==> src/hw/bst_map.vh <==
// Constants for the boundary-scan test access port.
// Assumes inclusion by the port's design file and by the bench.
`ifndef BST_MAP_VH
`define BST_MAP_VH

// ==========================================================
// Instruction register
`define BST_IR_W 4
`define BST_IR_EXTEST 4'h0
`define BST_IR_IDCODE 4'h1
`define BST_IR_SAMPLE 4'h2
`define BST_IR_HIGHZ 4'h5
`define BST_IR_BYPASS 4'hF
`define BST_IR_CAPTURE 4'h1
`define BST_IR_RESET `BST_IR_IDCODE

// ==========================================================
// Identification register
`define BST_ID_W 32
// Arbitrary neutral value; bit 0 set as the identity marker
`define BST_ID_VALUE 32'h0A5A_0001

// ==========================================================
// Test pin positions in the four-pin groups
`define BST_PIN_TCK 0
`define BST_PIN_TMS 1
`define BST_PIN_TDI 2
`define BST_PIN_TDO 3

// ==========================================================
// Boundary register layout, per system pin N
// Out data at [N-1:0], enable at [2N-1:N], input at [3N-1:2N]
`define BST_BSR_GROUPS 3

`endif

==> src/hw/bst_sync.v <==
// Two-flop synchroniser for a group of pin inputs.
// Assumes inputs are asynchronous to sys_clk.
`timescale 1ns/1ps
`default_nettype none

module bst_sync #(
  parameter W = 4
) (
  // Clock and reset
  input wire sys_clk,
  input wire rst,
  // Pins in, synchronised out
  input wire [W-1:0] async_in,
  output reg [W-1:0] sync_out
);

  reg [W-1:0] meta;

  // ==========================================================
  // Only the second flop reads the first
  always @(posedge sys_clk) begin
    if (rst) begin
      meta <= {W{1'b0}};
      sync_out <= {W{1'b0}};
    end else begin
      meta <= async_in;
      sync_out <= meta;
    end
  end

endmodule // bst_sync

`default_nettype wire

==> src/hw/bst_bsr.v <==
// Boundary-scan shift register with capture stage and update latches.
// Assumes one-cycle capture, shift and update strobes from the port.
`timescale 1ns/1ps
`default_nettype none

module bst_bsr #(
  parameter LEN = 24
) (
  // Clock and reset
  input wire sys_clk,
  input wire rst,
  // Strobes and serial data
  input wire capture,
  input wire shift,
  input wire update,
  input wire ser_in,
  output wire ser_out,
  // Parallel side
  input wire [LEN-1:0] cap_data,
  output reg [LEN-1:0] upd_data
);

  reg [LEN-1:0] sh;

  assign ser_out = sh[0];

  // ==========================================================
  // One cell per bit; serial data enters at the top
  genvar i;
  generate
    for (i = 0; i < LEN; i = i + 1) begin : g_cell
      always @(posedge sys_clk) begin
        if (rst) begin
          sh[i] <= 1'b0;
          upd_data[i] <= 1'b0;
        end else begin
          if (capture) begin
            sh[i] <= cap_data[i];
          end else if (shift) begin
            sh[i] <= (i == LEN - 1) ? ser_in : sh[(i + 1) % LEN];
          end
          // Latches hold while shifting so the pins never ripple
          if (update) begin
            upd_data[i] <= sh[i];
          end
        end
      end
    end
  endgenerate

endmodule // bst_bsr

`default_nettype wire

==> src/hw/bst_tap_port.v <==
// Boundary-scan test access port with four-wire serial link.
// Assumes the test clock is far slower than sys_clk (125 ns vs 10 ns),
// rst is the power-up reset, test_sel is a static configuration bit.
`timescale 1ns/1ps
`default_nettype none
`include "bst_map.vh"

// How it works
// - Only clock, mode, data in, data out pins; no test-reset input.
// - Power-up reset puts the test logic into its reset state.
// - Data-in is sampled on the rising test-clock edge.
// - Data-out changes on the falling test-clock edge.
// - Data-out floats unless a shift state is active.
// - The controller moves only on test-clock edges.
// - Code 0010 samples pins and core, and preloads the boundary latches.
// - Code 0000 drives the pins from the boundary latches.
// - Code 1111 puts a one-bit bypass stage between data-in and data-out.
// - Shifting all ones into the instruction register yields bypass.
// - Code 0001 shifts out the identification register.
// - Code 0101 floats every system output while active.
// - Code 0101 routes serial data through the bypass stage.
// - With the test function off, the four pins are ordinary I/O.
// - Macrocells behind the test pins stay usable as buried logic.
module bst_tap_port #(
  parameter N_IO = 8,
  parameter [`BST_ID_W-1:0] ID_VALUE = `BST_ID_VALUE
) (
  // Clock and power-up reset
  input wire sys_clk,
  input wire rst,
  // Configuration: test function selected
  input wire test_sel,
  // Four test pins, each as in, out, enable (low drives)
  input wire [3:0] tpin_in,
  output reg [3:0] tpin_out,
  output reg [3:0] tpin_oe_n,
  // Core side of the four test-pin macrocells
  input wire [3:0] gpio_out,
  input wire [3:0] gpio_oe,
  output reg [3:0] gpio_in,
  output reg [3:0] buried_fb,
  // System pins
  input wire [N_IO-1:0] pin_in,
  output reg [N_IO-1:0] pin_out,
  output reg [N_IO-1:0] pin_oe_n,
  // Core side of the system pins
  input wire [N_IO-1:0] core_out,
  input wire [N_IO-1:0] core_oe,
  output reg [N_IO-1:0] core_in,
  // Controller status
  output reg test_reset_st
);

  localparam BSR_LEN = `BST_BSR_GROUPS * N_IO;

  // ==========================================================
  // Controller states, one-hot
  localparam [15:0] S_TLR = 16'h0001;
  localparam [15:0] S_RTI = 16'h0002;
  localparam [15:0] S_SEL_DR = 16'h0004;
  localparam [15:0] S_CAP_DR = 16'h0008;
  localparam [15:0] S_SH_DR = 16'h0010;
  localparam [15:0] S_EX1_DR = 16'h0020;
  localparam [15:0] S_PA_DR = 16'h0040;
  localparam [15:0] S_EX2_DR = 16'h0080;
  localparam [15:0] S_UP_DR = 16'h0100;
  localparam [15:0] S_SEL_IR = 16'h0200;
  localparam [15:0] S_CAP_IR = 16'h0400;
  localparam [15:0] S_SH_IR = 16'h0800;
  localparam [15:0] S_EX1_IR = 16'h1000;
  localparam [15:0] S_PA_IR = 16'h2000;
  localparam [15:0] S_EX2_IR = 16'h4000;
  localparam [15:0] S_UP_IR = 16'h8000;

  // ==========================================================
  // Pin synchronisers
  wire [3:0] tpin_s;
  wire [N_IO-1:0] pin_s;

  bst_sync #(.W(4)) u_tsync (
    .sys_clk(sys_clk),
    .rst(rst),
    .async_in(tpin_in),
    .sync_out(tpin_s)
  );

  bst_sync #(.W(N_IO)) u_psync (
    .sys_clk(sys_clk),
    .rst(rst),
    .async_in(pin_in),
    .sync_out(pin_s)
  );

  // ==========================================================
  // Test-clock edge detection
  reg test_mode;
  reg tck_d;
  wire tck_s = tpin_s[`BST_PIN_TCK];
  wire tms_s = tpin_s[`BST_PIN_TMS];
  wire tdi_s = tpin_s[`BST_PIN_TDI];
  // Edges only count in test mode, so GPIO traffic cannot move the controller
  wire tck_rise = test_mode & tck_s & ~tck_d;
  wire tck_fall = test_mode & ~tck_s & tck_d;

  always @(posedge sys_clk) begin
    if (rst) begin
      tck_d <= 1'b0;
      // Configuration caught while in reset, held until the next one
      test_mode <= test_sel;
    end else begin
      tck_d <= tck_s;
    end
  end

  // ==========================================================
  // Controller state machine
  reg [15:0] state;
  reg [15:0] next_state;

  always @* begin
    case (state)
      S_TLR: next_state = tms_s ? S_TLR : S_RTI;
      S_RTI: next_state = tms_s ? S_SEL_DR : S_RTI;
      S_SEL_DR: next_state = tms_s ? S_SEL_IR : S_CAP_DR;
      S_CAP_DR: next_state = tms_s ? S_EX1_DR : S_SH_DR;
      S_SH_DR: next_state = tms_s ? S_EX1_DR : S_SH_DR;
      S_EX1_DR: next_state = tms_s ? S_UP_DR : S_PA_DR;
      S_PA_DR: next_state = tms_s ? S_EX2_DR : S_PA_DR;
      S_EX2_DR: next_state = tms_s ? S_UP_DR : S_SH_DR;
      S_UP_DR: next_state = tms_s ? S_SEL_DR : S_RTI;
      S_SEL_IR: next_state = tms_s ? S_TLR : S_CAP_IR;
      S_CAP_IR: next_state = tms_s ? S_EX1_IR : S_SH_IR;
      S_SH_IR: next_state = tms_s ? S_EX1_IR : S_SH_IR;
      S_EX1_IR: next_state = tms_s ? S_UP_IR : S_PA_IR;
      S_PA_IR: next_state = tms_s ? S_EX2_IR : S_PA_IR;
      S_EX2_IR: next_state = tms_s ? S_UP_IR : S_SH_IR;
      S_UP_IR: next_state = tms_s ? S_SEL_DR : S_RTI;
      default: next_state = S_TLR;
    endcase
  end

  // No reset pin: power-up reset is the only asynchronous way home
  always @(posedge sys_clk) begin
    if (rst) begin
      state <= S_TLR;
    end else if (tck_rise) begin
      state <= next_state;
    end
  end

  // ==========================================================
  // Instruction register and decode
  reg [`BST_IR_W-1:0] ir;
  reg [`BST_IR_W-1:0] ir_sh;
  wire sel_bsr = (ir == `BST_IR_SAMPLE) | (ir == `BST_IR_EXTEST);
  wire sel_id = (ir == `BST_IR_IDCODE);
  // Everything else, highz and unlisted codes included, lands on bypass
  wire sel_byp = ~sel_bsr & ~sel_id;
  wire extest = (ir == `BST_IR_EXTEST);
  wire highz = (ir == `BST_IR_HIGHZ);

  always @(posedge sys_clk) begin
    if (rst) begin
      ir <= `BST_IR_RESET;
      ir_sh <= {`BST_IR_W{1'b0}};
    end else if (tck_rise) begin
      if (state == S_TLR) begin
        ir <= `BST_IR_RESET;
      end
      if (state == S_CAP_IR) begin
        ir_sh <= `BST_IR_CAPTURE;
      end else if (state == S_SH_IR) begin
        ir_sh <= {tdi_s, ir_sh[`BST_IR_W-1:1]};
      end
    end else if (tck_fall && state == S_UP_IR) begin
      ir <= ir_sh;
    end
  end

  // ==========================================================
  // Bypass and identification registers
  reg byp;
  reg [`BST_ID_W-1:0] id_sh;

  always @(posedge sys_clk) begin
    if (rst) begin
      byp <= 1'b0;
      id_sh <= {`BST_ID_W{1'b0}};
    end else if (tck_rise) begin
      if (state == S_CAP_DR) begin
        byp <= 1'b0;
        id_sh <= ID_VALUE;
      end else if (state == S_SH_DR) begin
        // One stage: a bit in at this edge leaves at the next fall
        byp <= tdi_s;
        id_sh <= {tdi_s, id_sh[`BST_ID_W-1:1]};
      end
    end
  end

  // ==========================================================
  // Boundary register
  wire bsr_so;
  wire [BSR_LEN-1:0] bsr_upd;
  wire [BSR_LEN-1:0] bsr_cap = {pin_s, core_oe, core_out};

  bst_bsr #(.LEN(BSR_LEN)) u_bsr (
    .sys_clk(sys_clk),
    .rst(rst),
    .capture(tck_rise & sel_bsr & (state == S_CAP_DR)),
    .shift(tck_rise & sel_bsr & (state == S_SH_DR)),
    .update(tck_fall & sel_bsr & (state == S_UP_DR)),
    .ser_in(tdi_s),
    .ser_out(bsr_so),
    .cap_data(bsr_cap),
    .upd_data(bsr_upd)
  );

  // ==========================================================
  // Serial output, changed on the falling test-clock edge
  reg tdo_q;
  reg tdo_en;
  wire dr_so = sel_bsr ? bsr_so : (sel_id ? id_sh[0] : byp);

  always @(posedge sys_clk) begin
    if (rst) begin
      tdo_q <= 1'b0;
      tdo_en <= 1'b0;
    end else if (tck_fall) begin
      if (state == S_SH_IR) begin
        tdo_q <= ir_sh[0];
        tdo_en <= 1'b1;
      end else if (state == S_SH_DR) begin
        tdo_q <= dr_so;
        tdo_en <= 1'b1;
      end else begin
        tdo_en <= 1'b0;
      end
    end
  end

  // ==========================================================
  // Test pins: serial link or general I/O
  integer k;

  always @(posedge sys_clk) begin
    if (rst) begin
      tpin_out <= 4'h0;
      tpin_oe_n <= 4'hF;
      gpio_in <= 4'h0;
      buried_fb <= 4'h0;
      test_reset_st <= 1'b1;
    end else begin
      gpio_in <= test_mode ? 4'h0 : tpin_s;
      // Macrocell logic keeps feeding the core even when pins are taken
      buried_fb <= gpio_out;
      test_reset_st <= (state == S_TLR);
      for (k = 0; k < 4; k = k + 1) begin
        if (!test_mode) begin
          tpin_out[k] <= gpio_out[k];
          tpin_oe_n[k] <= ~gpio_oe[k];
        end else if (k == `BST_PIN_TDO) begin
          tpin_out[k] <= tdo_q;
          tpin_oe_n[k] <= ~tdo_en;
        end else begin
          tpin_out[k] <= 1'b0;
          tpin_oe_n[k] <= 1'b1;
        end
      end
    end
  end

  // ==========================================================
  // System pins: core, boundary latches, or floated
  always @(posedge sys_clk) begin
    if (rst) begin
      pin_out <= {N_IO{1'b0}};
      pin_oe_n <= {N_IO{1'b1}};
      core_in <= {N_IO{1'b0}};
    end else begin
      core_in <= pin_s;
      if (test_mode && highz) begin
        pin_out <= core_out;
        pin_oe_n <= {N_IO{1'b1}};
      end else if (test_mode && extest) begin
        pin_out <= bsr_upd[N_IO-1:0];
        pin_oe_n <= ~bsr_upd[2*N_IO-1:N_IO];
      end else begin
        // Sample, bypass and idcode leave normal operation untouched
        pin_out <= core_out;
        pin_oe_n <= ~core_oe;
      end
    end
  end

endmodule // bst_tap_port

`default_nettype wire

==> config.mk <==
export PLATFORM = sky130hd
export DESIGN_NAME = bst_tap_port
export DESIGN_NICKNAME = d
export VERILOG_FILES = /design/src/hw/bst_sync.v /design/src/hw/bst_bsr.v /design/src/hw/bst_tap_port.v
export VERILOG_INCLUDE_DIRS = /design/src /design/src/hw
export SDC_FILE = /design/constraint.sdc
export NUM_CORES = 1
export LEC_CHECK = 0
export BUFFER_PORTS_ARGS = -buffer_cell sky130_fd_sc_hd__clkbuf_2
export CORE_MARGIN = 2
export CORE_UTILIZATION = 57
export DETAILED_ROUTE_END_ITERATION = 10
export GPL_TIMING_DRIVEN = 0
export PLACE_DENSITY_LB_ADDON = 0.1
export SYNTH_ARGS = -nofsm -noshare
export SYNTH_HDL_FRONTEND = slang
export SYNTH_SLANG_ARGS = --single-unit
==> constraint.sdc <==
create_clock -name sys_clk -period 3.3 [get_ports sys_clk]
set_clock_uncertainty 0.1 [all_clocks]
set_input_delay 0.66 -clock sys_clk [delete_from_list [all_inputs] [get_ports sys_clk]]
set_output_delay 0.66 -clock sys_clk [all_outputs]
set_load 0.01 [all_outputs]
==> flow_summary.yaml, run 1 <==
die:
  initial_util_pct: 58.9
  dieArea_um2: 12200
  core_area_um2: 10900
  std_cell_rows: 38
  die-width_um: 110
  boundaryPins: 80
  die_h_um: 110
sta:
  final-setup-viol-count: 0
  layout_min_cycle_time_ns: 3.19
  finalMaxSlewViolations: 0
  finalSetupTns_ns: 0
  grt_setup_unrepaired: "no"
  maxSlewHeadroom_pct: 42.6
  achievable-frequency_mhz: 313
  worst_slew_pin_slew_ns: 0.859
  timing.final.crit_share_pct: 96.7
  finalHoldViolations: 0
synth:
  synth_top_family_by_area: "simple AND/OR/NAND/NOR gates"
  ys_ff_latch: 165
  synth-edff-count: 1
  yosys.area_share.simple_pct: 26.0
  synth-main-ff-cell: "dfxtp_1"
  post_synth_mux_area_share_pct: 8.06
  ys_warn_count: 0
  synthDominantAreaCellType: "dfxtp_1"
  post_synth_xor_area_fraction_pct: 0.952
  ys_seq_area_share_pct: 51.5
  top_cell_types_by_occurrence_after_synthesis: "dfxtp_1, nand2_1, a21oi_1"
  yosysTopAreaCellShare_pct: 51.0
  most_repeated_cell_in_the_gate_level_netlist_after_synthesis: "dfxtp_1"
  synth_compound_area_share_pct: 9.39
  synthArstFlopShare_pct: 0
  syn_nets: 757
  synth.area.top_cells: "dfxtp_1, nand2_1, a21oi_1"
  syn-cell-area_um2: 6440
  synth_area_in_adders_pct: 0
  postSynthAreaPerCell_um2: 8.97
  synthCells: 718
  synth_cell_types: 52
drt:
  wl_per_cell_um: 16.6
  ant_nets: 0
  first_pass_iters: 5
  top_layer_used: "met4"
  detailedRoute.firstIterationViolations: 467
  detail_route.drc_violations: 0
  route.met2.wl_um: 7740
  vias_per_cell: 5.68
  vias: 5529
  routed-wl-met3_um: 1220
  wirelength_um: 16200
  wirelength_met1_um: 6860
final_layout:
  final_util_pct: 70.4
  area_delta_synth_final_pct: 19.6
  antenna-diode-count: 0
  area.sequential_um2: 3310
  num-nets-final: 860
  filler_cell_count: 854
  fin_cells: 974
  multi_input_area_um2: 2900
  proportion_of_layout_cells_with_a_drive_suffix_above_1_pct: 19.9
setup_path:
  timing_worst_setup_path_type: "reg -> reg"
  slowest_delay_ns: 0.71
  timing.reg2reg.worst_path_depth: 8
  end_kind: "register"
  path_max_fanout: 10
  worstSetupPathDepth: 8
  crit_path_frequent_cell: "clkbuf_1"
  worst-path-buf-inv: 3
  start_kind: "register"
  worst-r2r-setup-slack_ns: 0.11
  worst-endpoint-arrival_ns: 3.38
  top_delay_family_on_crit_path: "simple AND/OR/NAND/NOR gates"
  crit_chain: "clkbuf_1 > nor4_2 > nand3_1 > or4_1 > clkbuf_1 > clkbuf_1 > nand2_1 > a21oi_1"
  worst-endpoint-required_ns: 3.48
  crit_path_top_delay_cell: "nor4_2"
pwr:
  ir_drop_uv: 642
  cell_pwr_density_nw_per_um2: 549
  static-leakage-power_nw: 2.96
grt:
  wire_length_of_the_first_global_routing_pass_um: 26000
  antenna_found_initial: 0
  groute.usage.overall_pct: 28.0
  grt_remaining_overflow: 0
  first_global_vias: 5296
  maximum_number_of_pins_on_one_net_before_global_route_repair: 17
clock_tree:
  worst_skew_pair.late_latency_ns: 0.43
  clkTransAtPathRegs_ns: 0.06
  cts_hold_repair.buffers: 0
  clock-sinks: 165
  ctsLongestPathBuffers: 2
  clock_tree_from_tritoncts: "yes"
  numCtsBuffers: 17
  cts-root-buf: "clkbuf_16"
  htree_num_levels: 4
outcome:
  run_status: "complete, no violations"
hold_path:
  worst_hold_path_type: "in -> reg"
  min_path_cells: 2
job:
  max_cap_viol_count: 0
place:
  place.port_buffers: 79
  gp_congestion: 0.929
  numPlacedInstances: 937
  hpwl_um: 10800
## state kept, by name (all words and copies together) (netlist names), 4 cells and up
name and cells:
u_bsr.sh 23, u_bsr.upd_data 16, core_in 8, buried_fb 4, pin_out 8, state 16
id_sh 31, u_tsync.meta 4, ir 4, pin_oe_n 8, tpin_out 4, u_psync.meta 8
tpin_oe_n 4, ir_sh 4, u_psync.sync_out 8, gpio_in 4, u_tsync.sync_out 4
## area by class of cell
class,instances,area share [%]
Clock buffer,19,5.75
Inverter,4,0.195
Sequential cell,165,43.0
Multi-Input combinational cell,492,37.7
Timing Repair Buffer,84,5.62
Clock inverter,13,2.16
Tap cell,140,2.27
Buffer,57,3.33
## logic make-up (layout without fill, tap and decap cells)
family | after synthesis | after routing
AND/OR/NAND/NOR | 331 | 331
flip-flops | 165 | 165
AO/OA/AOI/OAI | 105 | 105
buffers and inverters | 61 | 177
multiplexers | 49 | 49
XOR/XNOR | 7 | 7
## per-layer routing
| layer | vias to the layer above | track usage [%] |
|---|---|---|
| li1 | 2676 | - |
| met1 | 2613 | 36.2 |
| met2 | 212 | 45.0 |
| met3 | 28 | 7.52 |
| met4 | 0 | 10.4 |
| met5 | - | 0 |
## worst reg2reg max path: cells and delay by family (launching register included)
| family | cells | cell delay [ns] |
|---|---|---|
| buf+inv | 3 | 0.77 |
| compound gates | 1 | 0.07 |
| flops | 1 | 0.30 |
| simple gates | 4 | 1.81 |
## metrics by stage
stage	power [mW]	area (um^2)	worst slack (ns)	hold slack, ns
after floorplan	2.17	6440	0.484	0.306
after global placement	2.25	7010	-0.531	0.316
after detailed placement	2.25	7010	-0.450	0.322
after CTS	4.25	7640	0.00260	0.261
after global routing	4.36	7700	0.0143	0.269
final	4.23	7700	0.108	0.275
## power breakdown
group / leakage, nW / internal, mW / switching (mW)
logic: 1.32 / 0.0632 / 0.101
clock network: 0.291 / 1.16 / 0.859
registers: 1.34 / 2.03 / 0.0135
total: 2.96 / 3.25 / 0.974
## cells in the final DEF (no fill, tap or decap), types with 3 or more instances in the layout
master     Yosys  routed
buf_4          0       5
clkbuf_16      0      17
o21ai_0        8       8
dfxtp_1      164     164
clkbuf_1      45      43
xor2_1         5       5
or4_1          6       6
buf_6          4       4
nor4b_1        4       4
nor2_1        51      51
nand3_1       38      38
or3_1          4       4
nor4_2         1       3
mux2i_1       26      26
nor4_4         1       3
and2_1         4       4
a21oi_1       68      68
nand2_1      112     112
nand4_1        6       6
buf_2          6       6
mux2_2        23      23
inv_6          0       3
clkbuf_2       1      83
nand3b_1       6       6
clkinv_4       0       3
nor4_1        13       9
a21o_1        10      10
nor2b_1       43      43
nor3_1        23      23
and4_1         4       4
a22oi_1        5       5
inv_1          4       4
## worst paths after layout
check | start | endpoint
setup / recovery | state[2]$_SDFFE_PP0P_ | u_bsr.upd_data[13]$_SDFFE_PP0P_
hold / removal | gpio_oe[2] | tpin_oe_n[2]$_SDFF_PP1_
setup reg to reg | state[2]$_SDFFE_PP0P_ | u_bsr.upd_data[13]$_SDFFE_PP0P_
hold reg to reg | u_psync.meta[7]$_SDFF_PP0_ | u_psync.sync_out[7]$_SDFF_PP0_
## what timing repair did
| item | 4_1_cts | 5_1_grt |
|---|---|---|
| setup buffers | 0 | 5 |
| cloned | 0 | 0 |
| resized for setup | 4 | 7 |
| pin swaps | 0 | 1 |
| endpoints found under the setup margin | 12 | 30 |
(Power assumes the default switching activity.)
==> run 2, diff against run 1 <==
--- a/config.mk
+++ b/config.mk
@@ -7,7 +7,6 @@
 export NUM_CORES = 1
 export LEC_CHECK = 0
 export BUFFER_PORTS_ARGS = -buffer_cell sky130_fd_sc_hd__clkbuf_2
-export CORE_MARGIN = 2
 export CORE_UTILIZATION = 57
 export DETAILED_ROUTE_END_ITERATION = 10
 export GPL_TIMING_DRIVEN = 0
==> flow_summary.yaml, run 2 (synthesis gave the netlist of run 1 again) <==
final_layout:
  antenna-diode-count: 0
  fin_cells: 973
  final_common_cell: "dfxtp_1"
  registers.top_by_ff_count: "id_sh"
  proportion_of_layout_cells_with_a_drive_suffix_above_1_pct: 19.8
  num-nets-final: 859
  area.sequential_um2: 3310
  top_regs: "id_sh x31, u_bsr.sh x23"
  mostFrequentLayoutCells: "dfxtp_1, nand2_1, clkbuf_2"
  area_delta_synth_final_pct: 18.7
  filler_cell_count: 919
  multi_input_area_um2: 2890
  largest_register_ffs: 31
  finish.instance_area_um2: 7640
clock_tree:
  clock-sinks: 165
  clock_tree_from_tritoncts: "yes"
  htree_num_levels: 4
  numCtsBuffers: 17
  clkTransAtPathRegs_ns: 0.06
  ctsLongestPathBuffers: 2
  worst_skew_pair.late_latency_ns: 0.43
  cts-root-buf: "clkbuf_16"
setup_path:
  crit-reg2reg-launch: "state[10]$_SDFFE_PP0P_"
  timing_worst_setup_path_type: "reg -> reg"
  slowest_delay_ns: 0.50
  end_kind: "register"
  crit_path_end: "id_sh[16]$_SDFFE_PP0P_"
  worst-endpoint-required_ns: 3.50
  crit_chain: "clkbuf_1 > or4_1 > clkbuf_1 > or4_4 > buf_6 > or4_1 > clkbuf_1 > buf_2 > nand3_1 > a21oi_1"
  worst-r2r-setup-slack_ns: 0.18
  start_kind: "register"
  crit_path_top_delay_cell: "or4_1"
  worst-endpoint-arrival_ns: 3.32
  timing.reg2reg.worst_path_depth: 10
  path_max_fanout: 10
  crit_start: "state[10]$_SDFFE_PP0P_"
  reg2reg_to: "id_sh[16]$_SDFFE_PP0P_"
  crit_path_frequent_cell: "clkbuf_1"
sta:
  finalHoldViolations: 0
  fin_hold_ws_ns: 0.278
  grt_setup_unrepaired: "no"
  layout_min_cycle_time_ns: 3.12
  worst_slew_pin_slew_ns: 0.888
  timing.final.crit_share_pct: 94.5
  final-setup-viol-count: 0
  maxSlewHeadroom_pct: 40.7
  finalMaxSlewViolations: 0
  achievable-frequency_mhz: 321
  finalSetupTns_ns: 0
place:
  numPlacedInstances: 937
  hpwl_um: 10200
  gp_congestion: 0.906
  place.port_buffers: 79
  dpl_cell_area_um2: 7010
outcome:
  run_status: "complete, no violations"
grt:
  maximum_number_of_pins_on_one_net_before_global_route_repair: 17
  wire_length_of_the_first_global_routing_pass_um: 24200
  antenna_found_initial: 0
  groute.usage.overall_pct: 27.0
  grt.busiest_layer: "met2"
  first_global_vias: 5004
  grt.met2_usage_pct: 42.2
  gr_util_met3_pct: 6.03
  grt_remaining_overflow: 0
  grt.met1_usage_pct: 36.0
die:
  initial_util_pct: 58.9
  std_cell_rows: 38
  dieArea_um2: 11700
  core_area_um2: 10900
  boundaryPins: 80
  die-width_um: 108
  die_h_um: 108
drt:
  vias: 5365
  vias_per_cell: 5.51
  ant_nets: 0
  wirelength_um: 15000
  wl_per_cell_um: 15.4
  first_pass_iters: 5
  detail_route.drc_violations: 0
  detailedRoute.firstIterationViolations: 332
pwr:
  ir_drop_uv: 429
  finalPower_mw: 4.09
  cell_pwr_density_nw_per_um2: 535
  static-leakage-power_nw: 2.91
job:
  max_cap_viol_count: 0
hold_path:
  worst_hold_path_type: "in -> reg"
run 2: critical path: cells and delay by family, from the launching register on:
family / cells / cell delay (ns)
compound gates: 1 / 0.07
buf+inv: 5 / 1.01
flops: 1 / 0.30
simple gates: 4 / 1.51
run 2: through the flow:
step / utilization [%] / setup slack [ns]
detailed placement: 64.1 / -0.501
CTS: 69.4 / 0.0190
floorplan: - / 0.484
finish: 69.9 / 0.181
global placement: 64.1 / -0.460
global route: 69.9 / 0.00274
run 2: layout make-up:
class	instances	share of cell area, %
clock inverter	14	1.65
clock buffer	18	5.75
tap	140	2.29
multi-input combinational	492	37.8
sequential	165	43.4
inverter	4	0.196
buffer	57	3.34
timing repair buffer	83	5.57
run 2: what timing repair did:
item / CTS / global route
resized for setup: 3 / 5
setup endpoints to repair: 14 / 28
endpoints found under the hold margin: 0 / 0
gates cloned: 0 / 0
pin swaps: 0 / 1
buffers inserted: 0 / 4
hold buffers: 0 / 0
run 2: how the worst min path moves through the flow:
stage,start,endpoint,slack [ns],depth (start not counted)
2_1_floorplan,u_tsync.sync_out[3]$_SDFF_PP0_,gpio_in[3]$_SDFF_PP0_,0.31,1
5_1_grt,gpio_oe[0],tpin_oe_n[0]$_SDFF_PP1_,0.27,2
3_5_place_dp,u_psync.meta[3]$_SDFF_PP0_,u_psync.sync_out[3]$_SDFF_PP0_,0.32,1
3_3_place_gp,u_psync.meta[5]$_SDFF_PP0_,u_psync.sync_out[5]$_SDFF_PP0_,0.32,1
4_1_cts,gpio_oe[1],tpin_oe_n[1]$_SDFF_PP1_,0.27,2
6_report,gpio_oe[1],tpin_oe_n[1]$_SDFF_PP1_,0.28,2
run 2: power breakdown:
group,internal [mW],switching [mW]
logic,0.0632,0.0986
registers,2.03,0.0130
clock network,1.06,0.819
run 2: layer usage:
layer / share of wire (%) / routed length, um / vias to the layer above
li1: - / - / 2667
met1: 45 / 6720 / 2502
met2: 47 / 6990 / 169
met3: 6.7 / 996 / 27
met4: 1.7 / 248 / 0
met5: 0 / 0 / -
